## config.mk

```make
export PLATFORM = sky130hd
export DESIGN_NAME = timer16_compare_output_ctc
export DESIGN_NICKNAME = d
export VERILOG_FILES = /design/src/design/timer16_pkg.sv /design/src/design/timer16_compare_output_ctc.sv
export VERILOG_INCLUDE_DIRS = /design/src /design/src/design
export SDC_FILE = /design/constraint.sdc
export NUM_CORES = 1
export LEC_CHECK = 0
export ABC_AREA = 0
export BUFFER_PORTS_ARGS = -buffer_cell sky130_fd_sc_hd__buf_2
export CORE_UTILIZATION = 35
export DETAILED_ROUTE_END_ITERATION = 6
export SYNTH_ARGS = -nofsm -noshare
export SYNTH_HDL_FRONTEND = slang
export SYNTH_SLANG_ARGS = --single-unit
```

## constraint.sdc

```tcl
create_clock -name core_clk -period 3.7 [get_ports core_clk]
set_input_delay 0 -clock core_clk [delete_from_list [all_inputs] [get_ports core_clk]]
set_output_delay 0 -clock core_clk [all_outputs]
set_load 0.01 [all_outputs]
```

## src/design/timer16_consts.svh

```systemverilog
// Offsets, field positions, reset values and timing counts of the timer.
`ifndef TIMER16_CONSTS_SVH
`define TIMER16_CONSTS_SVH
// ----------------------------------------------------------------------
// Register byte offsets on the AHB-Lite bus.
// ----------------------------------------------------------------------
`define OFS_CTRL      6'h00
`define OFS_COUNT     6'h04
`define OFS_CMP_A     6'h08
`define OFS_CMP_B     6'h0c
`define OFS_CAPT      6'h10
`define OFS_FLAGS     6'h14
`define OFS_FORCE     6'h18
`define OFS_PORT      6'h1c
// ----------------------------------------------------------------------
// Field positions.
// ----------------------------------------------------------------------
`define FLG_OVF       0
`define FLG_CMP_A     1
`define FLG_CMP_B     2
`define FLG_CAPT      3
// ----------------------------------------------------------------------
// Waveform mode codes, clock selects and counter limits.
// ----------------------------------------------------------------------
`define WGM_NORMAL    4'h0
`define WGM_CTC_A     4'h4
`define WGM_CTC_CAPT  4'hc
`define CS_STOP       3'h0
`define CS_DIV1       3'h1
`define CS_DIV8       3'h2
`define CS_DIV64      3'h3
`define CS_DIV256     3'h4
`define CS_DIV1024    3'h5
`define CNT_MAX       16'hffff
`define CNT_BOTTOM    16'h0000
`define LATCH_RST     2'h0
`define PRESC_MAX     10'h3ff
`endif

```

## src/design/timer16_pkg.sv

```systemverilog
// Types shared by the timer design.
package timer16_pkg;
    // Bus phase of the register slave.
    typedef enum logic [1:0] {
        PH_IDLE,
        PH_WRITE,
        PH_RDWAIT,
        PH_RDOUT
    } bus_phase_t;

    // Complete state of the timer block.
    typedef struct packed {
        bus_phase_t  phase;
        logic [5:0]  addr;
        logic [3:0]  waveform_mode;
        logic [1:0]  com_a;
        logic [1:0]  com_b;
        logic [2:0]  clk_sel;
        logic [15:0] counter_value;
        logic [15:0] compare_a_value;
        logic [15:0] compare_b_value;
        logic [15:0] capture_value;
        logic [3:0]  flags;
        logic [1:0]  port_data;
        logic [1:0]  output_pin_direction;
        logic [1:0]  compare_output_latch;
        logic [9:0]  presc;
        logic        block_pend;
        logic [2:0]  match_dly;
        logic [31:0] hrdata;
    } timer_state_t;
endpackage

```

## src/design/timer16_compare_output_ctc.sv

```systemverilog
// Sixteen-bit timer with compare-output latches and clear-on-match mode.
//
// Added by the designer: the register offsets and the AHB-Lite slave port.
`include "timer16_consts.svh"

module timer16_compare_output_ctc
    import timer16_pkg::*;
(
    input  wire logic        core_clk,
    input  wire logic        sys_rst,
    input  wire logic        hsel,
    input  wire logic [31:0] haddr,
    input  wire logic [1:0]  htrans,
    input  wire logic        hwrite,
    input  wire logic [2:0]  hsize,
    input  wire logic [31:0] hwdata,
    input  wire logic        hready,
    output logic             hreadyout,
    output logic             hresp,
    output logic [31:0]      hrdata,
    output logic             pin_a_out,
    output logic             pin_a_oe,
    output logic             pin_b_out,
    output logic             pin_b_oe
);
    // ------------------------------------------------------------------
    // Helper functions
    // ------------------------------------------------------------------

    // True in the modes whose compare actions are set, clear or toggle.
    function automatic logic non_pwm(input logic [3:0] m);
        non_pwm = (m == `WGM_NORMAL) || (m == `WGM_CTC_A) ||
                  (m == `WGM_CTC_CAPT);
    endfunction

    // Applies an output mode action to one latch bit.
    function automatic logic apply_com(input logic [1:0] com,
                                       input logic       q);
        case (com)
            2'h1: apply_com = ~q;    // Toggle.
            2'h2: apply_com = 1'b0;  // Clear.
            2'h3: apply_com = 1'b1;  // Set.
            default: apply_com = q;  // No action.
        endcase
    endfunction

    // Decodes the clock select into a one-cycle timer tick.
    function automatic logic presc_tick(input logic [2:0] sel,
                                        input logic [9:0] p);
        case (sel)
            `CS_DIV1:    presc_tick = 1'b1;
            `CS_DIV8:    presc_tick = (p[2:0] == 3'h7);
            `CS_DIV64:   presc_tick = (p[5:0] == 6'h3f);
            `CS_DIV256:  presc_tick = (p[7:0] == 8'hff);
            `CS_DIV1024: presc_tick = (p == `PRESC_MAX);
            default:     presc_tick = 1'b0;
        endcase
    endfunction

    // ------------------------------------------------------------------
    // State and decoded strobes
    // ------------------------------------------------------------------
    timer_state_t st_reg;   // Registered state of the whole block.
    timer_state_t st_next;  // Next value of the state.
    logic         tick;     // One-cycle timer clock enable.
    logic         ctc;      // Clear-on-match mode selected.
    logic [15:0]  top;      // Top value in clear-on-match mode.
    logic         match_a;  // Compare match of channel A.
    logic         match_b;  // Compare match of channel B.
    logic         top_hit;  // Counter reached top in clear-on-match.
    logic         wr;       // Write data phase active.
    logic         cnt_wr;   // Software writes the counter.
    logic         force_a;  // Force strobe for channel A.
    logic         force_b;  // Force strobe for channel B.
    logic         accept;   // Address phase taken this cycle.
    logic [3:0]   flag_set; // Hardware flag set sources.
    logic [3:0]   flag_clr; // Software flag clears.

    // Timer tick from the free running prescaler.
    assign tick = presc_tick(st_reg.clk_sel, st_reg.presc);

    // Top register choice follows the waveform mode alone.
    assign ctc = (st_reg.waveform_mode == `WGM_CTC_A) ||
                 (st_reg.waveform_mode == `WGM_CTC_CAPT);
    assign top = (st_reg.waveform_mode == `WGM_CTC_CAPT) ?
                 st_reg.capture_value : st_reg.compare_a_value;

    // Full width compares, live against unbuffered registers.
    // A pending counter write suppresses every match.
    assign match_a = tick && !st_reg.block_pend &&
                     (st_reg.counter_value == st_reg.compare_a_value);
    assign match_b = tick && !st_reg.block_pend &&
                     (st_reg.counter_value == st_reg.compare_b_value);
    assign top_hit = tick && !st_reg.block_pend && ctc &&
                     (st_reg.counter_value == top);

    // Write strobes decoded from the data phase.
    assign wr      = (st_reg.phase == PH_WRITE);
    assign cnt_wr  = wr && (st_reg.addr == `OFS_COUNT);
    assign force_a = wr && (st_reg.addr == `OFS_FORCE) && hwdata[0];
    assign force_b = wr && (st_reg.addr == `OFS_FORCE) && hwdata[1];
    assign flag_clr = (wr && (st_reg.addr == `OFS_FLAGS)) ?
                      hwdata[3:0] : 4'h0;

    // Bus answer: one wait state on reads only, always OKAY.
    assign hreadyout = (st_reg.phase != PH_RDWAIT);
    assign hresp     = 1'b0;
    assign accept    = hsel && htrans[1] && hready;
    assign hrdata    = st_reg.hrdata;

    // ------------------------------------------------------------------
    // Hardware flag sources
    // ------------------------------------------------------------------

    // Overflow as the counter passes maximum, unless overwritten.
    // Compare and capture flags come one tick after the match.
    always_comb begin
        flag_set = 4'h0;
        flag_set[`FLG_OVF] = tick && !cnt_wr &&
                             (st_reg.counter_value == `CNT_MAX);
        if (tick) begin
            flag_set[`FLG_CMP_A] = st_reg.match_dly[0];
            flag_set[`FLG_CMP_B] = st_reg.match_dly[1];
            flag_set[`FLG_CAPT]  = st_reg.match_dly[2];
        end
    end

    // ------------------------------------------------------------------
    // Next state
    // ------------------------------------------------------------------
    always_comb begin
        st_next = st_reg;

        // Prescaler runs free so every divider stays phase aligned.
        st_next.presc = st_reg.presc + 10'h001;

        // Bus phase sequencing.
        case (st_reg.phase)
            PH_RDWAIT: begin
                st_next.phase = PH_RDOUT;
            end
            PH_IDLE, PH_WRITE, PH_RDOUT: begin
                if (accept) begin
                    st_next.addr  = haddr[5:0];
                    st_next.phase = hwrite ? PH_WRITE : PH_RDWAIT;
                end else begin
                    st_next.phase = PH_IDLE;
                end
            end
            default: begin
                st_next.phase = PH_IDLE;
            end
        endcase

        // Read data is captured in the wait state, after prior writes.
        if (st_reg.phase == PH_RDWAIT) begin
            case (st_reg.addr)
                `OFS_CTRL:  st_next.hrdata = {21'h0, st_reg.clk_sel,
                                st_reg.com_b, st_reg.com_a,
                                st_reg.waveform_mode};
                `OFS_COUNT: st_next.hrdata = {16'h0, st_reg.counter_value};
                `OFS_CMP_A: st_next.hrdata = {16'h0, st_reg.compare_a_value};
                `OFS_CMP_B: st_next.hrdata = {16'h0, st_reg.compare_b_value};
                `OFS_CAPT:  st_next.hrdata = {16'h0, st_reg.capture_value};
                `OFS_FLAGS: st_next.hrdata = {28'h0, st_reg.flags};
                `OFS_PORT:  st_next.hrdata = {26'h0,
                                st_reg.compare_output_latch,
                                st_reg.output_pin_direction,
                                st_reg.port_data};
                default:    st_next.hrdata = 32'h0;
            endcase
        end

        // Register writes; unmapped offsets are ignored.
        if (wr) begin
            case (st_reg.addr)
                `OFS_CTRL: begin
                    // New output modes take effect in the next cycle, without waiting for a match.
                    st_next.waveform_mode = hwdata[3:0];
                    st_next.com_a         = hwdata[5:4];
                    st_next.com_b         = hwdata[7:6];
                    st_next.clk_sel       = hwdata[10:8];
                end
                `OFS_CMP_A: st_next.compare_a_value = hwdata[15:0];
                `OFS_CMP_B: st_next.compare_b_value = hwdata[15:0];
                `OFS_CAPT:  st_next.capture_value   = hwdata[15:0];
                `OFS_PORT: begin
                    st_next.port_data            = hwdata[1:0];
                    st_next.output_pin_direction = hwdata[3:2];
                end
                default: begin
                end
            endcase
        end

        // Counting sequence decided by waveform mode only.
        if (tick) begin
            if (top_hit) begin
                st_next.counter_value = `CNT_BOTTOM;
            end else begin
                st_next.counter_value =
                    st_reg.counter_value + 16'h0001;
            end
            st_next.match_dly = {top_hit &&
                (st_reg.waveform_mode == `WGM_CTC_CAPT), match_b, match_a};
        end

        // Software counter write wins over counting at any time.
        if (cnt_wr) begin
            st_next.counter_value = hwdata[15:0];
            st_next.block_pend    = 1'b1;
        end else if (tick) begin
            st_next.block_pend    = 1'b0;
        end

        // Flags: hardware set wins over a software clear.
        st_next.flags = (st_reg.flags & ~flag_clr) | flag_set;

        // Latch actions in non-PWM modes; PWM codes are reserved here.
        if (non_pwm(st_reg.waveform_mode)) begin
            if (match_a || force_a) begin
                st_next.compare_output_latch[0] =
                    apply_com(st_reg.com_a, st_reg.compare_output_latch[0]);
            end
            if (match_b || force_b) begin
                st_next.compare_output_latch[1] =
                    apply_com(st_reg.com_b, st_reg.compare_output_latch[1]);
            end
        end
    end

    // ------------------------------------------------------------------
    // State register
    // ------------------------------------------------------------------

    // Asynchronous reset loads constants only.
    always_ff @(posedge core_clk or posedge sys_rst) begin
        if (sys_rst) begin
            st_reg <= '0;
            st_reg.compare_output_latch <= `LATCH_RST;
        end else begin
            st_reg <= st_next;
        end
    end

    // ------------------------------------------------------------------
    // Pin drive
    // ------------------------------------------------------------------

    // Latch replaces port data when output mode is nonzero.
    // Direction always comes from the port direction bits.
    // No capture path exists, so output mode cannot reach it.
    assign pin_a_out = (st_reg.com_a != 2'h0) ?
                       st_reg.compare_output_latch[0] : st_reg.port_data[0];
    assign pin_b_out = (st_reg.com_b != 2'h0) ?
                       st_reg.compare_output_latch[1] : st_reg.port_data[1];
    assign pin_a_oe  = st_reg.output_pin_direction[0];
    assign pin_b_oe  = st_reg.output_pin_direction[1];

    // ------------------------------------------------------------------
    // Assertions
    // ------------------------------------------------------------------

    // Latches are low in the first cycle after reset.
    reset_latch_a: assert property (@(posedge core_clk)
        $fell(sys_rst) |-> st_reg.compare_output_latch == 2'h0)
        else $error("latch not cleared by reset");

    // Pin shows the latch whenever override is on.
    pin_override_a: assert property (@(posedge core_clk)
        disable iff (sys_rst)
        (st_reg.com_a != 2'h0) |-> pin_a_out == st_reg.compare_output_latch[0])
        else $error("pin A not overridden by latch");

    // Direction write reaches the enable one cycle later.
    pin_dir_a: assert property (@(posedge core_clk)
        disable iff (sys_rst)
        (wr && st_reg.addr == `OFS_PORT) |=> pin_b_oe == $past(hwdata[3]))
        else $error("pin B enable not from direction bit");

    // Passing maximum sets overflow on the same tick.
    ovf_set_a: assert property (@(posedge core_clk)
        disable iff (sys_rst)
        (tick && !cnt_wr && st_reg.counter_value == `CNT_MAX) |=>
        (st_reg.flags[`FLG_OVF] && st_reg.counter_value == 16'h0000))
        else $error("overflow not set at wrap");

    // Clear-on-match returns the counter to bottom.
    ctc_clear_a: assert property (@(posedge core_clk)
        disable iff (sys_rst)
        (top_hit && !cnt_wr) |=> st_reg.counter_value == 16'h0000)
        else $error("counter not cleared at top");

    // Compare flag rises only at the tick after its match.
    flag_delay_a: assert property (@(posedge core_clk)
        disable iff (sys_rst)
        (tick && st_reg.match_dly[0]) |=> st_reg.flags[`FLG_CMP_A])
        else $error("compare A flag missing one tick after match");

    // Counter write suppresses matches until the next tick.
    write_block_a: assert property (@(posedge core_clk)
        disable iff (sys_rst)
        (cnt_wr || (st_reg.block_pend && !tick)) |=>
        (!match_a && !match_b && !top_hit))
        else $error("match not blocked after counter write");

    // Toggle mode flips the latch at every match in a non-PWM mode.
    toggle_match_a: assert property (@(posedge core_clk)
        disable iff (sys_rst)
        (match_a && st_reg.com_a == 2'h1 && non_pwm(st_reg.waveform_mode))
        |=> st_reg.compare_output_latch[0] !=
            $past(st_reg.compare_output_latch[0]))
        else $error("latch A did not toggle on match");

    // Force leaves the compare flag alone.
    force_noflag_a: assert property (@(posedge core_clk)
        disable iff (sys_rst)
        (force_a && !(tick && st_reg.match_dly[0]) && flag_clr == 4'h0)
        |=> $stable(st_reg.flags[`FLG_CMP_A]))
        else $error("force changed compare A flag");

    // Writing one clears a flag when no set coincides.
    flag_clear_a: assert property (@(posedge core_clk)
        disable iff (sys_rst)
        (flag_clr[`FLG_OVF] && !flag_set[`FLG_OVF]) |=>
        !st_reg.flags[`FLG_OVF])
        else $error("overflow flag not cleared by write");

    // Pin B shows its latch whenever its override is on.
    pin_override_b_a: assert property (@(posedge core_clk)
        disable iff (sys_rst)
        (st_reg.com_b != 2'h0) |-> pin_b_out == st_reg.compare_output_latch[1])
        else $error("pin B not overridden by latch");

    // Output mode zero leaves the latch alone at a match.
    zero_mode_a: assert property (@(posedge core_clk)
        disable iff (sys_rst)
        (match_a && st_reg.com_a == 2'h0) |=>
        $stable(st_reg.compare_output_latch[0]))
        else $error("latch A changed with output mode zero");

    // Only a software write may take the overflow flag down.
    ovf_hold_a: assert property (@(posedge core_clk)
        disable iff (sys_rst)
        (st_reg.flags[`FLG_OVF] && !flag_clr[`FLG_OVF]) |=>
        st_reg.flags[`FLG_OVF])
        else $error("overflow flag cleared by hardware");

    // Main scenarios.
    ctc_top_c: cover property (@(posedge core_clk) top_hit && ctc);
    wrap_c: cover property (@(posedge core_clk)
        tick && st_reg.counter_value == `CNT_MAX);
    force_c: cover property (@(posedge core_clk) force_a);
    block_c: cover property (@(posedge core_clk)
        st_reg.block_pend && tick);
endmodule

```

== Word-level counts from Yosys, hierarchy flattened ==
Cells that the tools add are included.
W data, S select, Z words.

* Logic and storage cells: 114
* Bits in registers: 139

* Mux-type cells: 17
* Add/sub/neg operators: 2
* Reductions and logical operators: 39
* Bitwise operators: 5
* Equality and inequality tests: 32

{| class="wikitable"
|+ Operators with widths
! kind !! count
|-
| $pmux W16 S7 || 1
|-
| $mux W16 || 4
|-
| $eq A16 B16 Y1 || 3
|-
| $eq A6 B5 Y1 const B || 4
|-
| $add A16 B1 Y16 const B || 1
|-
| $eq A16 B16 Y1 const B || 1
|-
| $logic_and A1 B1 Y1 || 15
|-
| $eq A2 B2 Y1 const B || 6
|-
| $eq A6 B4 Y1 const B || 2
|-
| $reduce_and A2 Y1 || 6
|-
| $add A10 B1 Y10 const B || 1
|-
| $eq A10 B10 Y1 const B || 1
|-
| $eq A3 B3 Y1 const B || 3
|-
| $eq A8 B8 Y1 const B || 1
|-
| $eq A2 B1 Y1 const B || 3
|-
| $eq A3 B2 Y1 const B || 2
|-
| $eq A6 B3 Y1 const B || 1
|-
| $eq A6 B6 Y1 const B || 1
|-
| $logic_not A6 Y1 || 1
|-
| $pmux W1 S3 || 2
|-
| $reduce_and A3 Y1 || 2
|-
| $reduce_bool A2 Y1 || 3
|-
| $reduce_bool A3 Y1 || 2
|-
| $logic_or A1 B1 Y1 || 5
|-
| 18 further kinds || 24
|}

== Longest topological paths before layout ==
* Word-level depth: 8
* Mapped depth: 10
* Mapped depth without buffers: 9

== Worst setup path before layout ==
Ideal clock, no wire load.

* Kind: register to register
* Start: register st_reg[128] (netlist name)
* End: register st_reg[110] (netlist name)
* Setup slack: 1.187 ns
* Period minus slack after synthesis: 2.513 ns
* Stages on the path, launching flop included: 10
* Arrival time: 2.391 ns
* Required time: 3.579 ns
* Cell sequence: dfrtp_1 and4bb_2 clkbuf_1 mux2i_1 o2bb2ai_1 or4_1 a2111oi_4 buf_6 o21bai_1 nand2_1

* Cells in the longest elaborated chain, start to end: 7
* Elaborated cells on any way between the ends: 10
* Those cells by class: eq/ne (3); mux (4); reduce/logical (3)

{| class="wikitable"
|+ RTL lines
! item !! RTL line !! text
|-
| start: declaration || timer16_compare_output_ctc.sv:63 || <nowiki>timer_state_t st_reg;</nowiki>
|-
| start signal: assignment || timer16_compare_output_ctc.sv:242 || <nowiki>st_reg <= st_next;</nowiki>
|-
| $eq A4 B4 Y1 (no line) / $eq A4 B3 Y1 (equally long branches) || n/a ||
|-
| $mux W16 / $logic_or A1 B1 Y1 (equally long branches) || timer16_compare_output_ctc.sv:85, timer16_compare_output_ctc.sv:83 ||
|-
| $eq A16 B16 Y1 / $logic_and A1 B1 Y1 (equally long branches) || timer16_compare_output_ctc.sv:95, timer16_compare_output_ctc.sv:94 ||
|-
| $logic_and A1 B1 Y1 * || timer16_compare_output_ctc.sv:94 || <nowiki>assign top_hit = tick && !st_reg.block_pend && ctc &&</nowiki>
|-
| $mux W16 * || timer16_compare_output_ctc.sv:198 || <nowiki>if (top_hit) begin</nowiki>
|-
| $mux W16 * || timer16_compare_output_ctc.sv:197 || <nowiki>if (tick) begin</nowiki>
|-
| $mux W16 * || timer16_compare_output_ctc.sv:209 || <nowiki>if (cnt_wr) begin</nowiki>
|}

Mark *: on every way between the ends. The rest lies on a longest branch, timed or not. The select of a mux whose other input is x is not followed.
A chain may end at the register's enable or synchronous reset.

== Worst setup path in the final report ==
* Start: register st_reg[36] (netlist name)
* End: register st_reg[104] (netlist name)

* Cells in the longest elaborated chain, start to end: 8
* Elaborated cells on any way between the ends: 12
* Those cells by class: eq/ne (4); mux (4); reduce/logical (4)

{| class="wikitable"
|+ RTL lines
! item !! RTL line !! text
|-
| $eq A10 B10 Y1 (no line) (tied with other cells) || n/a ||
|-
| $pmux W1 S5 * || timer16_compare_output_ctc.sv:50 || <nowiki>case (sel)</nowiki>
|-
| $logic_and A1 B1 Y1 (3 in series) || timer16_compare_output_ctc.sv:94 ||
|-
| $mux W16 || timer16_compare_output_ctc.sv:198 ||
|-
| $mux W16 || timer16_compare_output_ctc.sv:197 ||
|-
| $mux W16 || timer16_compare_output_ctc.sv:209 ||
|}

Marks and branches as above.

==> flow_metrics.tcl <==
set metrics [dict create \
    power.density_nw_per_um2 737 \
    fmax_mhz 352 \
    viasPerCell 5.37 \
    finalSetupViolCount 0 \
    core_region_area_um2 18800 \
    wl_um 18900 \
    avgSynthCellArea_um2 10.2 \
    fin_skew_ns 0.00579 \
    chipHeight_um 141 \
    cts-root-buf "clkbuf_16" \
    largest_register_ffs 105 \
    drive_above_1_share_pct 23.6 \
    finalHoldViolCount 0 \
    synthArstFlopShare_pct 100 \
    cts.clk_slew.worst_paths_ns 0.06 \
    clk_path_buf_depth 2 \
    hold_buffers 27 \
    synth_cell_types 60 \
    path_buf_inv 1 \
    slew_headroom_pct 26.1 \
    insertion_delay_ns 0.43 \
    endpoint_kind "flop" \
    mostFrequentLayoutCells "123 x dfrtp_1, 71 x mux2_2, 70 x nand2_1, 48 x buf_2, 30 x nor2_1" \
    grt_pass1_wl_um 30200 \
    worstMarginPinSlew_ns 1.10 \
    numCtsBuffers 17 \
    run_status "finished clean" \
    synth_edf_count 0 \
    slew_violations 0 \
    antenna_found_initial 0 \
    worstSetupPathType "flop to flop" \
    power.leakage_nw 3.53 \
    hpwl_um 13200 \
    min_path_cells 4 \
    grt_overflow 0 \
    setup.worst_path.start_class "flop" \
    path_cells "ha_1 > ha_1 > and3b_1 > a311oi_1 > o21a_1 > or4_1 > a2111oi_4 > buf_4 > or3_1 > a21oi_1" \
    dr.pass1.iters 5 \
    crit_top_cell "ha_1" \
    cp_top_family "compound AO/OA/AOI/OAI gates" \
    h-tree-depth 4 \
    layout.nets 795 \
    grt_usage_pct 20.3 \
    io_buffers 48 \
    synthesis.area_um2 6770 \
    placed_area_um2 7130 \
    synth_flop_cell "dfrtp_1" \
    route.vias.total 5313 \
    worst-path-stages 10 \
    vdd_drop_max_mv 0.369 \
    cts_resized 0 \
    hold_class "primary input to flop" \
    worst_ep_arrival_time_ns 3.19 \
    final_common_cell "dfrtp_1" \
    cp.required_ns 4.05 \
    drv_cap 0 \
    post_drt_wl_per_cell_um 19.0 \
    ys_warn_count 0 \
    antennaDiodeCount 0 \
    clock-sinks 123 \
    rrSetupSlack_ns 0.86 \
    netlist_instances 663 \
    seq_area_frac_synth_pct 45.5 \
    dieArea_um2 19900 \
    grt_max_degree 77 \
    setup_tns_ns 0 \
    cp_max_fo 14 \
    postCtsSetupBuffers 0 \
    fin_crit_sh_pct 76.8 \
    row_count 50 \
    ant_nets 0 \
    ioPinCount 112 \
    cts_tree "built" \
    drtIter0Drc 452 \
    fin_area_um2 7990 \
    gp_congestion 0.941 \
    die_x_um 141 \
    area_delta_synth_final_pct 18.0 \
    grt_setup_unrepaired "no" \
    reg2reg_depth 10 \
    grt_pass1_vias 5240 \
    synth_seq_cells 123 \
    drc 0 \
    fin_crit_ns 2.84 \
    critPathSlowestCell "o21a_1" \
    initial_utilization_pct 36.0 \
    cp_slowest_stage_delay_ns 0.54 \
]
metal layers:
metal | wire [µm] | track usage (%)
met5 | 0 | 0
met4 | 359 | 7.44
met3 | 1290 | 4.48
met2 | 8580 | 31.2
met1 | 8630 | 27.9
power by group:
group          switching [mW]  internal (mW)  leakage [nW]  total, mW
Clock                   0.598           1.07         0.285       1.67
Sequential              0.616           1.77          1.46       2.38
Combinational           0.928          0.907          1.78       1.84
Total                    2.14           3.75          3.53       5.89
area by class of cell:
class                   instances  area [µm²]
clock inverters                 6        85.1
multi-input cells             470        3300
clock buffers                  25         505
repair buffers                 91         643
flip-flops and latches        123        3080
well taps                     260         325
inverters                      15        58.8
fillers                      1818       10800
final timing paths:
path | startpoint | to
worst max register to register | st_reg[36] | st_reg[104]
worst min register to register | st_reg[36] | st_reg[36]
worst max-delay path | st_reg[36] | st_reg[104]
max in group asynchronous | sys_rst | st_reg[81]
min in group asynchronous | sys_rst | hrdata[0]
worst min-delay path | hready | st_reg[136]
per-stage QoR:
stage | std cells | worst slack [ns] | utilization, % | hold WS (ns) | power [mW]
final | 990 | 0.859 | 42.4 | 0.196 | 5.89
after global routing | 990 | 0.725 | 42.4 | 0.227 | 6.22
after global placement | 932 | 0.922 | 37.9 | 0.218 | 4.14
after detailed placement | 932 | 0.920 | 37.9 | 0.212 | 4.17
after floorplan | 679 | 0.429 | - | 0.108 | 3.59
after CTS | 990 | 0.882 | 42.4 | 0.177 | 5.89
worst register-to-register path, stage by stage (launching register included):
cell       delay [ns]
dfrtp_1          0.40
ha_1             0.23
ha_1             0.19
and3b_1          0.17
a311oi_1         0.27
o21a_1           0.54
or4_1            0.26
a2111oi_4        0.05
buf_4            0.20
or3_1            0.32
a21oi_1          0.13
kinds of logic (layout without fill, tap and decap cells):
kind of cell	after synthesis	in the layout	synth area share, %
buffers and inverters	86	137	6.75
AND/OR/NAND/NOR	201	201	14.7
flip-flops	123	123	45.5
other	1	17	0.0554
AO/OA/AOI/OAI	130	130	14.3
multiplexers	81	81	13.3
XOR/XNOR	38	38	4.92
adder cells (fa/ha/maj)	3	3	0.554
cells in the mapped netlist, drive strengths merged (12+ instances only):
cell    instances  share of area [%]
mux2           71                 12
dfrtp         123                 45
a21oi          18                1.3
inv            14               0.78
o21ai          21                1.6
a221oi         12                1.6
a22oi          22                2.4
nand2          70                3.9
nor2           30                1.7
or3            13                1.2
buf            37                4.0
xor2           23                3.0
xnor2          15                1.9
a21o           13                1.4
clkbuf         34                1.9
nand3          26                1.9
Note: power is estimated with default switching activity, not from simulation.
